[config.mk]
export PLATFORM = sky130hd
export DESIGN_NAME = baud_gen
export DESIGN_NICKNAME = d
export VERILOG_FILES = /design/src/common/baud_gen_pkg.sv /design/src/design/baud_gen.sv /design/src/design/baud_timer.sv
export VERILOG_INCLUDE_DIRS = /design/src /design/src/common
export SDC_FILE = /design/constraint.sdc
export NUM_CORES = 1
export LEC_CHECK = 0
export BUFFER_PORTS_ARGS = -buffer_cell sky130_fd_sc_hd__buf_4
export CAP_MARGIN = 15
export CORE_ASPECT_RATIO = 1.5
export CORE_MARGIN = 1
export CORE_UTILIZATION = 50
export CTS_BUF_LIST = sky130_fd_sc_hd__clkbuf_4 sky130_fd_sc_hd__clkbuf_8
export CTS_CLUSTER_DIAMETER = 120
export DETAILED_ROUTE_END_ITERATION = 12
export GPL_TIMING_DRIVEN = 0
export PLACE_DENSITY = 0.72
export SLEW_MARGIN = 25
export SYNTH_ARGS = -nofsm -noshare
export SYNTH_HDL_FRONTEND = slang
export SYNTH_SLANG_ARGS = --single-unit
[constraint.sdc]
create_clock -name I_CORE_CLK -period 3.3 [get_ports I_CORE_CLK]
set_input_delay 0.33 -clock I_CORE_CLK [delete_from_list [all_inputs] [get_ports I_CORE_CLK]]
set_output_delay 0.33 -clock I_CORE_CLK [all_outputs]
set_load 0.01 [all_outputs]
[src/common/baud_gen_map.svh]
// Register offsets, field positions, reset values and timing counts of the baud generator
`ifndef BAUD_GEN_MAP_SVH
`define BAUD_GEN_MAP_SVH

// Byte addresses of the registers
`define ADDR_BAUD_CONTROL 8'h00
`define ADDR_RECEIVE_STATUS_CONTROL 8'h04
`define ADDR_DIVISOR_LOW 8'h08
`define ADDR_DIVISOR_HIGH 8'h0c
`define ADDR_TRANSMIT_STATUS_CONTROL 8'h10
`define ADDR_TICK_COUNT 8'h14

// Field positions
`define BIT_RECEIVER_IDLE_FLAG 6
`define BIT_WIDE_DIVIDER_SELECT 3
`define BIT_SERIAL_ENABLE 7
`define BIT_SYNC_MODE 4
`define BIT_HIGH_SPEED_SELECT 2
`define BIT_SHIFT_EMPTY 1

// Writable masks
`define MASK_BAUD_CONTROL 8'h1b
`define MASK_RECEIVE_STATUS_CONTROL 8'hf8
`define MASK_TRANSMIT_STATUS_CONTROL 8'hfd

// Reset values
`define RST_BAUD_CONTROL 8'h00
`define RST_RECEIVE_STATUS_CONTROL 8'h00
`define RST_DIVISOR 8'h00
`define RST_TRANSMIT_STATUS_CONTROL 8'h00

// Prescale divide counts
`define PRESCALE_SLOW 8'd64
`define PRESCALE_MID 8'd16
`define PRESCALE_FAST 8'd4

`endif

[src/common/baud_gen_pkg.sv]
// Types shared by the baud generator files
package baud_gen_pkg;

   // AHB-Lite slave side request signals
   typedef struct packed {
      logic hsel;
      logic [7:0] haddr;
      logic [1:0] htrans;
      logic hwrite;
      logic [2:0] hsize;
      logic hready;
      logic [31:0] hwdata;
   } ahb_req_t;

   // AHB-Lite slave answer signals
   typedef struct packed {
      logic hreadyout;
      logic hresp;
      logic [31:0] hrdata;
   } ahb_rsp_t;

   // Prescale selection
   typedef enum logic [1:0] {
      PRE_DIV64,
      PRE_DIV16,
      PRE_DIV4
   } prescale_t;

   // Bus data phase states
   typedef enum logic [1:0] {
      BUS_IDLE,
      BUS_WRITE,
      BUS_READ
   } bus_state_t;

   // Settings that steer the timer
   typedef struct packed {
      logic enable;
      logic wide;
      prescale_t prescale;
      logic [15:0] divisor;
   } timer_cfg_t;

endpackage

[src/design/baud_gen.sv]
// Baud rate generator with its AHB-Lite register file
//
// Design decisions made here: register access over AHB-Lite and the address map.
`timescale 1ns/10ps
module baud_gen
   import baud_gen_pkg::*;
(
   // Clock and reset
   input wire logic I_CORE_CLK,
   input wire logic I_RESET_N,
   // AHB-Lite slave
   input wire baud_gen_pkg::ahb_req_t I_AHB,
   output baud_gen_pkg::ahb_rsp_t O_AHB,
   // Receiver idle flag and transmit shift-empty status
   input wire logic I_RECEIVER_IDLE_FLAG,
   input wire logic I_SHIFT_EMPTY,
   // Bit-rate tick
   output logic O_BAUD_TICK
);
   import baud_gen_pkg::*;

   `include "baud_gen_map.svh"

   // ****************************************
   // State
   // ****************************************
   typedef struct packed {
      bus_state_t bus;
      logic [7:0] addr;
      logic [7:0] baud_control;
      logic [7:0] receive_status_control;
      logic [7:0] divisor_low;
      logic [7:0] divisor_high;
      logic [7:0] transmit_status_control;
      logic [15:0] tick_count;
      logic [31:0] rdata;
      logic clear;
      logic [2:0] idle_sync;
      logic idle;
      logic [2:0] empty_sync;
      logic empty;
   } gen_state_t;

   gen_state_t state_q;
   gen_state_t state_d;
   timer_cfg_t cfg;
   logic tick;
   logic sync_mode;
   logic high_speed;
   logic addr_phase;
   logic [7:0] wbyte;

   // ****************************************
   // Prescale selection
   // ****************************************
   assign sync_mode = state_q.transmit_status_control[`BIT_SYNC_MODE];
   assign high_speed = state_q.transmit_status_control[`BIT_HIGH_SPEED_SELECT];

   // Sync mode ignores high speed select
   always_comb begin
      cfg.enable = state_q.receive_status_control[`BIT_SERIAL_ENABLE];
      cfg.wide = state_q.baud_control[`BIT_WIDE_DIVIDER_SELECT];
      cfg.divisor = {state_q.divisor_high, state_q.divisor_low};
      if (sync_mode || (cfg.wide && high_speed)) begin
         cfg.prescale = PRE_DIV4;
      end else if (cfg.wide ^ high_speed) begin
         cfg.prescale = PRE_DIV16;
      end else begin
         cfg.prescale = PRE_DIV64;
      end
   end

   // ****************************************
   // Bus slave and register file
   // ****************************************
   assign addr_phase = I_AHB.hsel && I_AHB.hready && I_AHB.htrans[1];
   assign wbyte = I_AHB.hwdata[7:0];

   // Zero wait state answers; reads fetched at the address phase
   always_comb begin
      state_d = state_q;
      state_d.clear = 1'b0;
      state_d.bus = BUS_IDLE;
      // Three-stage pin synchronisers, change taken when stages 2 and 3 agree
      state_d.idle_sync = {state_q.idle_sync[1:0], I_RECEIVER_IDLE_FLAG};
      if (state_q.idle_sync[2] == state_q.idle_sync[1]) begin
         state_d.idle = state_q.idle_sync[2];
      end
      state_d.empty_sync = {state_q.empty_sync[1:0], I_SHIFT_EMPTY};
      if (state_q.empty_sync[2] == state_q.empty_sync[1]) begin
         state_d.empty = state_q.empty_sync[2];
      end
      if (tick) begin
         state_d.tick_count = state_q.tick_count + 16'd1;
      end
      // Write data phase
      if (state_q.bus == BUS_WRITE) begin
         if (state_q.addr == `ADDR_BAUD_CONTROL) begin
            state_d.baud_control = wbyte & `MASK_BAUD_CONTROL;
         end else if (state_q.addr == `ADDR_RECEIVE_STATUS_CONTROL) begin
            state_d.receive_status_control = wbyte & `MASK_RECEIVE_STATUS_CONTROL;
         end else if (state_q.addr == `ADDR_DIVISOR_LOW) begin
            state_d.divisor_low = wbyte;
            state_d.clear = 1'b1;
         end else if (state_q.addr == `ADDR_DIVISOR_HIGH) begin
            state_d.divisor_high = wbyte;
            state_d.clear = 1'b1;
         end else if (state_q.addr == `ADDR_TRANSMIT_STATUS_CONTROL) begin
            state_d.transmit_status_control = wbyte & `MASK_TRANSMIT_STATUS_CONTROL;
         end else if (state_q.addr == `ADDR_TICK_COUNT) begin
            // A tick landing in the clearing cycle is kept, not lost
            state_d.tick_count = {15'h0000, tick};
         end
      end
      // Address phase
      if (addr_phase) begin
         state_d.addr = I_AHB.haddr;
         state_d.bus = I_AHB.hwrite ? BUS_WRITE : BUS_READ;
         state_d.rdata = 32'h0000_0000;
         if (!I_AHB.hwrite) begin
            if (I_AHB.haddr == `ADDR_BAUD_CONTROL) begin
               state_d.rdata[7:0] = state_q.baud_control;
               state_d.rdata[`BIT_RECEIVER_IDLE_FLAG] = state_q.idle;
            end else if (I_AHB.haddr == `ADDR_RECEIVE_STATUS_CONTROL) begin
               state_d.rdata[7:0] = state_q.receive_status_control;
            end else if (I_AHB.haddr == `ADDR_DIVISOR_LOW) begin
               state_d.rdata[7:0] = state_q.divisor_low;
            end else if (I_AHB.haddr == `ADDR_DIVISOR_HIGH) begin
               state_d.rdata[7:0] = state_q.divisor_high;
            end else if (I_AHB.haddr == `ADDR_TRANSMIT_STATUS_CONTROL) begin
               state_d.rdata[7:0] = state_q.transmit_status_control;
               state_d.rdata[`BIT_SHIFT_EMPTY] = state_q.empty;
            end else if (I_AHB.haddr == `ADDR_TICK_COUNT) begin
               state_d.rdata[15:0] = state_q.tick_count;
            end
         end
      end
   end

   always_ff @(posedge I_CORE_CLK or negedge I_RESET_N) begin
      if (!I_RESET_N) begin
         state_q <= '0;
         state_q.baud_control <= `RST_BAUD_CONTROL;
         state_q.receive_status_control <= `RST_RECEIVE_STATUS_CONTROL;
         state_q.divisor_low <= `RST_DIVISOR;
         state_q.divisor_high <= `RST_DIVISOR;
         state_q.transmit_status_control <= `RST_TRANSMIT_STATUS_CONTROL;
         state_q.idle_sync <= 3'b111;
         state_q.idle <= 1'b1;
         state_q.empty_sync <= 3'b111;
         state_q.empty <= 1'b1;
      end else begin
         state_q <= state_d;
      end
   end

   // Always ready, always OKAY
   assign O_AHB.hreadyout = 1'b1;
   assign O_AHB.hresp = 1'b0;
   assign O_AHB.hrdata = state_q.rdata;

   // ****************************************
   // Timer
   // ****************************************
   baud_timer u_timer (
      .i_clk(I_CORE_CLK),
      .i_reset_n(I_RESET_N),
      .i_cfg(cfg),
      .i_clear(state_q.clear),
      .o_tick(tick)
   );

   assign O_BAUD_TICK = tick;

   // ****************************************
   // Checks
   // ****************************************
   logic [21:0] gap_q;
   logic [21:0] expect_gap;
   // Settings one cycle back, and whether they held still since the last tick;
   // a period that straddles a change is never judged
   timer_cfg_t cfg_q;
   logic armed_q;
   logic [7:0] pre_n;
   always_comb begin
      case (cfg.prescale)
         PRE_DIV64: pre_n = `PRESCALE_SLOW;
         PRE_DIV16: pre_n = `PRESCALE_MID;
         default: pre_n = `PRESCALE_FAST;
      endcase
      expect_gap = 22'({6'h00, (cfg.wide ? cfg.divisor : {8'h00, cfg.divisor[7:0]})} + 22'd1)
         * 22'(pre_n);
   end
   always_ff @(posedge I_CORE_CLK or negedge I_RESET_N) begin
      if (!I_RESET_N) begin
         gap_q <= '0;
         cfg_q <= '0;
         armed_q <= 1'b0;
      end else begin
         cfg_q <= cfg;
         // The timer restarts on a divisor write, so the gap restarts with it
         if (tick || state_q.clear) begin
            gap_q <= 22'd1;
         end else begin
            gap_q <= gap_q + 22'd1;
         end
         // Any settings change disarms; a coincident tick does not re-arm
         if (state_q.clear || cfg != cfg_q) begin
            armed_q <= 1'b0;
         end else if (tick) begin
            armed_q <= 1'b1;
         end
      end
   end

   // Spacing judged only between two ticks under unchanged settings
   property p_period;
      @(posedge I_CORE_CLK) disable iff (!I_RESET_N)
      tick && armed_q && cfg == cfg_q |-> gap_q == expect_gap;
   endproperty
   a_period: assert property (p_period) else $error("tick period wrong");
   property p_sync_fast;
      @(posedge I_CORE_CLK) disable iff (!I_RESET_N)
      sync_mode |-> cfg.prescale == PRE_DIV4;
   endproperty
   a_sync_fast: assert property (p_sync_fast) else $error("sync prescale wrong");
   property p_slow;
      @(posedge I_CORE_CLK) disable iff (!I_RESET_N)
      !sync_mode && !cfg.wide && !high_speed |-> cfg.prescale == PRE_DIV64;
   endproperty
   a_slow: assert property (p_slow) else $error("slow prescale wrong");
   property p_mid;
      @(posedge I_CORE_CLK) disable iff (!I_RESET_N)
      !sync_mode && (cfg.wide ^ high_speed) |-> cfg.prescale == PRE_DIV16;
   endproperty
   a_mid: assert property (p_mid) else $error("mid prescale wrong");
   property p_clear;
      @(posedge I_CORE_CLK) disable iff (!I_RESET_N)
      state_q.bus == BUS_WRITE && (state_q.addr == `ADDR_DIVISOR_LOW
         || state_q.addr == `ADDR_DIVISOR_HIGH) |=> state_q.clear ##1 !tick;
   endproperty
   a_clear: assert property (p_clear) else $error("divisor write did not clear");
   property p_narrow;
      @(posedge I_CORE_CLK) disable iff (!I_RESET_N)
      $rose(I_RESET_N) |-> !cfg.wide;
   endproperty
   a_narrow: assert property (p_narrow) else $error("not narrow after reset");
   // Narrow count never climbs past the low byte, whatever the high byte holds
   property p_high_ignored;
      @(posedge I_CORE_CLK) disable iff (!I_RESET_N)
      armed_q && cfg == cfg_q && !cfg.wide
         |-> u_timer.state_q.count <= {8'h00, cfg.divisor[7:0]};
   endproperty
   a_high_ignored: assert property (p_high_ignored) else $error("high byte used");
   // Wide period built from the two registers, high byte on top
   property p_pair;
      @(posedge I_CORE_CLK) disable iff (!I_RESET_N)
      tick && armed_q && cfg == cfg_q && cfg.wide |-> gap_q ==
         22'(({6'h00, state_q.divisor_high, state_q.divisor_low} + 22'd1) * 22'(pre_n));
   endproperty
   a_pair: assert property (p_pair) else $error("divisor pair order wrong");
   property p_disabled;
      @(posedge I_CORE_CLK) disable iff (!I_RESET_N)
      !cfg.enable ##1 !cfg.enable |-> !tick;
   endproperty
   a_disabled: assert property (p_disabled) else $error("tick while disabled");
   // Restart is seen inside the timer, not only at its tick
   property p_restart;
      @(posedge I_CORE_CLK) disable iff (!I_RESET_N)
      state_q.clear |=> u_timer.state_q.count == 16'h0000 && u_timer.state_q.pre == 8'h00;
   endproperty
   a_restart: assert property (p_restart) else $error("timer not restarted");
   // Shortest period is four clocks, so a tick never lasts two
   property p_pulse;
      @(posedge I_CORE_CLK) disable iff (!I_RESET_N)
      tick |=> !tick;
   endproperty
   a_pulse: assert property (p_pulse) else $error("tick longer than one cycle");
   // Tick counter follows the ticks unless software is clearing it
   property p_count;
      @(posedge I_CORE_CLK) disable iff (!I_RESET_N)
      tick && !(state_q.bus == BUS_WRITE && state_q.addr == `ADDR_TICK_COUNT)
         |=> state_q.tick_count == $past(state_q.tick_count) + 16'd1;
   endproperty
   a_count: assert property (p_count) else $error("tick count missed a tick");
   // Receiver idle flag moves only to a value two sync stages agree on
   property p_filter;
      @(posedge I_CORE_CLK) disable iff (!I_RESET_N)
      $changed(state_q.idle) |-> $past(state_q.idle_sync[2]) == $past(state_q.idle_sync[1])
         && state_q.idle == $past(state_q.idle_sync[2]);
   endproperty
   a_filter: assert property (p_filter) else $error("idle flag taken before it settled");
   // Main scenarios: a judged period, wide and sync ticks, a divisor restart
   c_tick: cover property (@(posedge I_CORE_CLK) tick && armed_q);
   c_wide: cover property (@(posedge I_CORE_CLK) tick && cfg.wide);
   c_sync: cover property (@(posedge I_CORE_CLK) tick && sync_mode);
   c_clear: cover property (@(posedge I_CORE_CLK) state_q.clear);

endmodule

[src/design/baud_timer.sv]
// Prescaler and reloading divisor timer that makes the bit-rate tick
`timescale 1ns/10ps
module baud_timer
   import baud_gen_pkg::*;
(
   // Clock and reset
   input wire logic i_clk,
   input wire logic i_reset_n,
   // Configuration
   input wire baud_gen_pkg::timer_cfg_t i_cfg,
   input wire logic i_clear,
   // Tick
   output logic o_tick
);
   import baud_gen_pkg::*;

   `include "baud_gen_map.svh"

   typedef struct packed {
      logic [7:0] pre;
      logic [15:0] count;
      logic tick;
   } timer_state_t;

   timer_state_t state_q;
   timer_state_t state_d;
   logic [7:0] pre_last;
   logic [15:0] period;
   logic pre_pulse;

   // Prescale terminal count
   always_comb begin
      case (i_cfg.prescale)
         PRE_DIV64: pre_last = `PRESCALE_SLOW - 8'd1;
         PRE_DIV16: pre_last = `PRESCALE_MID - 8'd1;
         default: pre_last = `PRESCALE_FAST - 8'd1;
      endcase
   end

   // Narrow mode ignores the high divisor byte
   assign period = i_cfg.wide ? i_cfg.divisor : {8'h00, i_cfg.divisor[7:0]};
   assign pre_pulse = (state_q.pre >= pre_last);

   // Free-running count, cleared by a divisor write
   always_comb begin
      state_d = state_q;
      state_d.tick = 1'b0;
      if (!i_cfg.enable || i_clear) begin
         state_d.pre = 8'h00;
         state_d.count = 16'h0000;
      end else if (pre_pulse) begin
         state_d.pre = 8'h00;
         if (state_q.count >= period) begin
            state_d.count = 16'h0000;
            state_d.tick = 1'b1;
         end else begin
            state_d.count = state_q.count + 16'd1;
         end
      end else begin
         state_d.pre = state_q.pre + 8'd1;
      end
   end

   always_ff @(posedge i_clk or negedge i_reset_n) begin
      if (!i_reset_n) begin
         state_q <= '0;
      end else begin
         state_q <= state_d;
      end
   end

   assign o_tick = state_q.tick;

endmodule

==> summary.txt <==
Worst Path Arrival: 3.14 ns
HPWL Detailed: 9390 um
post-route ant nets: 0
Crit. Startpoint: cfg[18]
chain of cells forming the critical path: ha_1 -> or3_1 -> ha_1 -> o21ai_0 -> o21ai_0 -> and2_1 -> clkbuf_1 -> nand2_1 -> o211ai_1
final RePlAce weighted congestion: 0.875
Placed Cells: 739
via count: 4189
most frequent cells in the layout: 100 x dfrtp_1, 75 x buf_4, 48 x nand2_1
gr usage total: 23.0%
pwr dens: 395 nW/um^2
period utilization: 86.3%
end of the worst register-to-register path: u_timer.state_q[9]
Worst-path clk slew: 0.10 ns
global-route wire length before repair: 20600 um
Post-synth top flop: dfrtp_1
post-synth top area share: 44.2%
Worst Tran Pin Value: 0.850 ns
Post-CTS Hold Buffers: 0
syn_area_per_cell: 10.6 sq um
DRT Pass-1 Iters: 4
largest net degree at the start of global routing: 109
fin crit period: 2.85 ns
crit path max-delay cell type: or3_1
DRC viols: 0
RSZ-0062 raised after global routing: no
Fin. Hold Viols: 0
Yosys reg bits: 108
library cells used by synthesis: 59
DR WL/cell: 16.5 um
antenna diode instance count: 0
Max transition margin: 42.9%
die area: 11800 sq um
status: complete, no violations
final setup violation count: 0
fmax: 351 MHz
number of global-route vias before repair: 4290
# Post-CTS Setup Buffers: 0
WS Path Type: flip-flop to flip-flop
Reg2Reg Setup Slack: 0.45 ns
leading area contributor after synthesis: dfrtp_1
hold crit path type: input pin to asynchronous set/reset pin
commonest non-fill, non-tap cell in the layout: dfrtp_1
Leakage: 2.97 nW
clock sink count: 108
clk_lat worst skew: 0.38 ns
CP max stage delay: 0.42 ns
Post-synth EDFFs: 0
final net count: 679
fillers: 980
CTS tree: yes
total negative setup slack: 0 ns
Core Footprint: 11100 sq um
drt total wl: 12500 um
H-Tree Level Count: 3
Worst setup SP type: flip-flop
area of the multi-input gates: 2620 sq um
cell count after synthesis: 535
Die X: 88.9 um
Initial Utilization: 51.2%
sequential area share after synthesis: 47.9%
count of standard-cell rows: 47
reg2reg path depth: 9
VDD IR max: 0.000265 V
CTS Root Cell: clkbuf_8
Max Cap Viol: 0
post-CTS sizing: 0
fin cells: 755
CTS Buffer Depth: 2
Critical Path RT: 3.59 ns
leading post-synthesis cells by cell area: dfrtp_1 44%, mux2_2 6.8%, ha_1 5.3%
P&R area growth vs syn: 13.3%
I/O Buffers: 40
ys async rst share: 100%
fraction of layout cells with a size suffix above 1: 23.8%
Overflow after GRT: 0
number of buffers created by CTS: 9
Post-Syn Area: 5660 sq um
crit end category: flip-flop
DIE HEIGHT: 132 um
post-DR vias/cell: 5.55
CP max FO: 10
max-slew violations: 0
initial DRC count: 214
I/O pin count: 87
initial antenna violation count: 0
sequential cell area: 2710 sq um
reg2reg start: cfg[18]
Syn. warnings: 0
clock skew: 0.0146 ns
[registers in the layout, summed over array words and instances (netlist names)]
signal           count
u_timer.state_q     24
O_AHB               16
cfg                 18
state_d              4
high_speed           1
u_timer.o_tick       1
state_q             44
[routing by layer]
layer	global-route usage [%]	vias to the layer above	routed length (um)
li1	-	2008	-
met1	25.6	2059	4870
met2	40.9	91	6840
met3	4.01	31	325
met4	11.4	0	454
met5	0	-	0
[Yosys cell counts (10+ instances only)]
cell type / n
a21oi_1: 16
a22o_1: 10
a31oi_1: 21
and3_1: 11
buf_4: 36
clkbuf_1: 14
dfrtp_1: 100
ha_1: 24
inv_1: 15
mux2_2: 34
nand2_1: 48
nand3_1: 17
nand4_1: 10
nor2_1: 39
o21ai_0: 10
xor2_1: 13
[how the worst max path moves through the flow]
stage	to	slack, ns	depth (start not counted)
global route	u_timer.state_q[9]	0.15	9
global placement	u_timer.state_q[9]	0.53	9
finish	u_timer.state_q[9]	0.45	9
detailed placement	u_timer.state_q[9]	0.49	9
floorplan	u_timer.state_q[9]	0.93	9
CTS	u_timer.state_q[9]	0.45	9
[final cells by class]
type                    count  area share, %
clock buffers              11           2.16
well taps                 147           2.87
clock inverters             5          0.839
repair buffers             40           4.78
plain buffers              53           5.34
multi-input cells         376           40.9
flip-flops and latches    108           42.3
inverters                  15          0.878
[critical path: cells and delay by family (launching register included)]
kind | cells | cell delay, ns
AO/OA/AOI/OAI | 3 | 0.54
buffers and inverters | 1 | 0.39
flip-flops | 1 | 0.41
AND/OR/NAND/NOR | 3 | 0.84
adder cells (fa/ha/maj) | 2 | 0.58
[through the flow]
step	instance area [sq um]	hold slack, ns	utilization [%]	worst slack [ns]	power [mW]
2_1_floorplan	5730	0.0344	-	0.931	1.63
3_3_place_gp	6210	0.347	56.2	0.526	1.74
3_5_place_dp	6220	0.347	56.3	0.485	1.75
4_1_cts	6410	0.0393	58.0	0.455	2.56
5_1_grt	6420	0.0333	58.0	0.147	2.64
6_report	6420	0.0305	58.0	0.453	2.53
[report_power, final]
group / internal [mW] / total [mW] / leakage (nW) / switching [mW]
Combinational: 0.127 / 0.295 / 1.45 / 0.168
Sequential: 1.38 / 1.43 / 1.42 / 0.0517
Clock: 0.366 / 0.807 / 0.104 / 0.441
[cells by family (layout without fill, tap and decap cells)]
group           count (synthesis)  after routing  share of synthesized area [%]
simple gates                  170            170                           15.4
flops                         108            108                           47.9
compound gates                 93             93                           11.4
buf+inv                        68            124                           7.05
mux                            50             50                           9.77
fa+ha+maj                      26             26                           5.66
xor+xnor                       18             18                           2.78
other cells                     2             19                          0.133
Power figures use the tool's default switching activity.
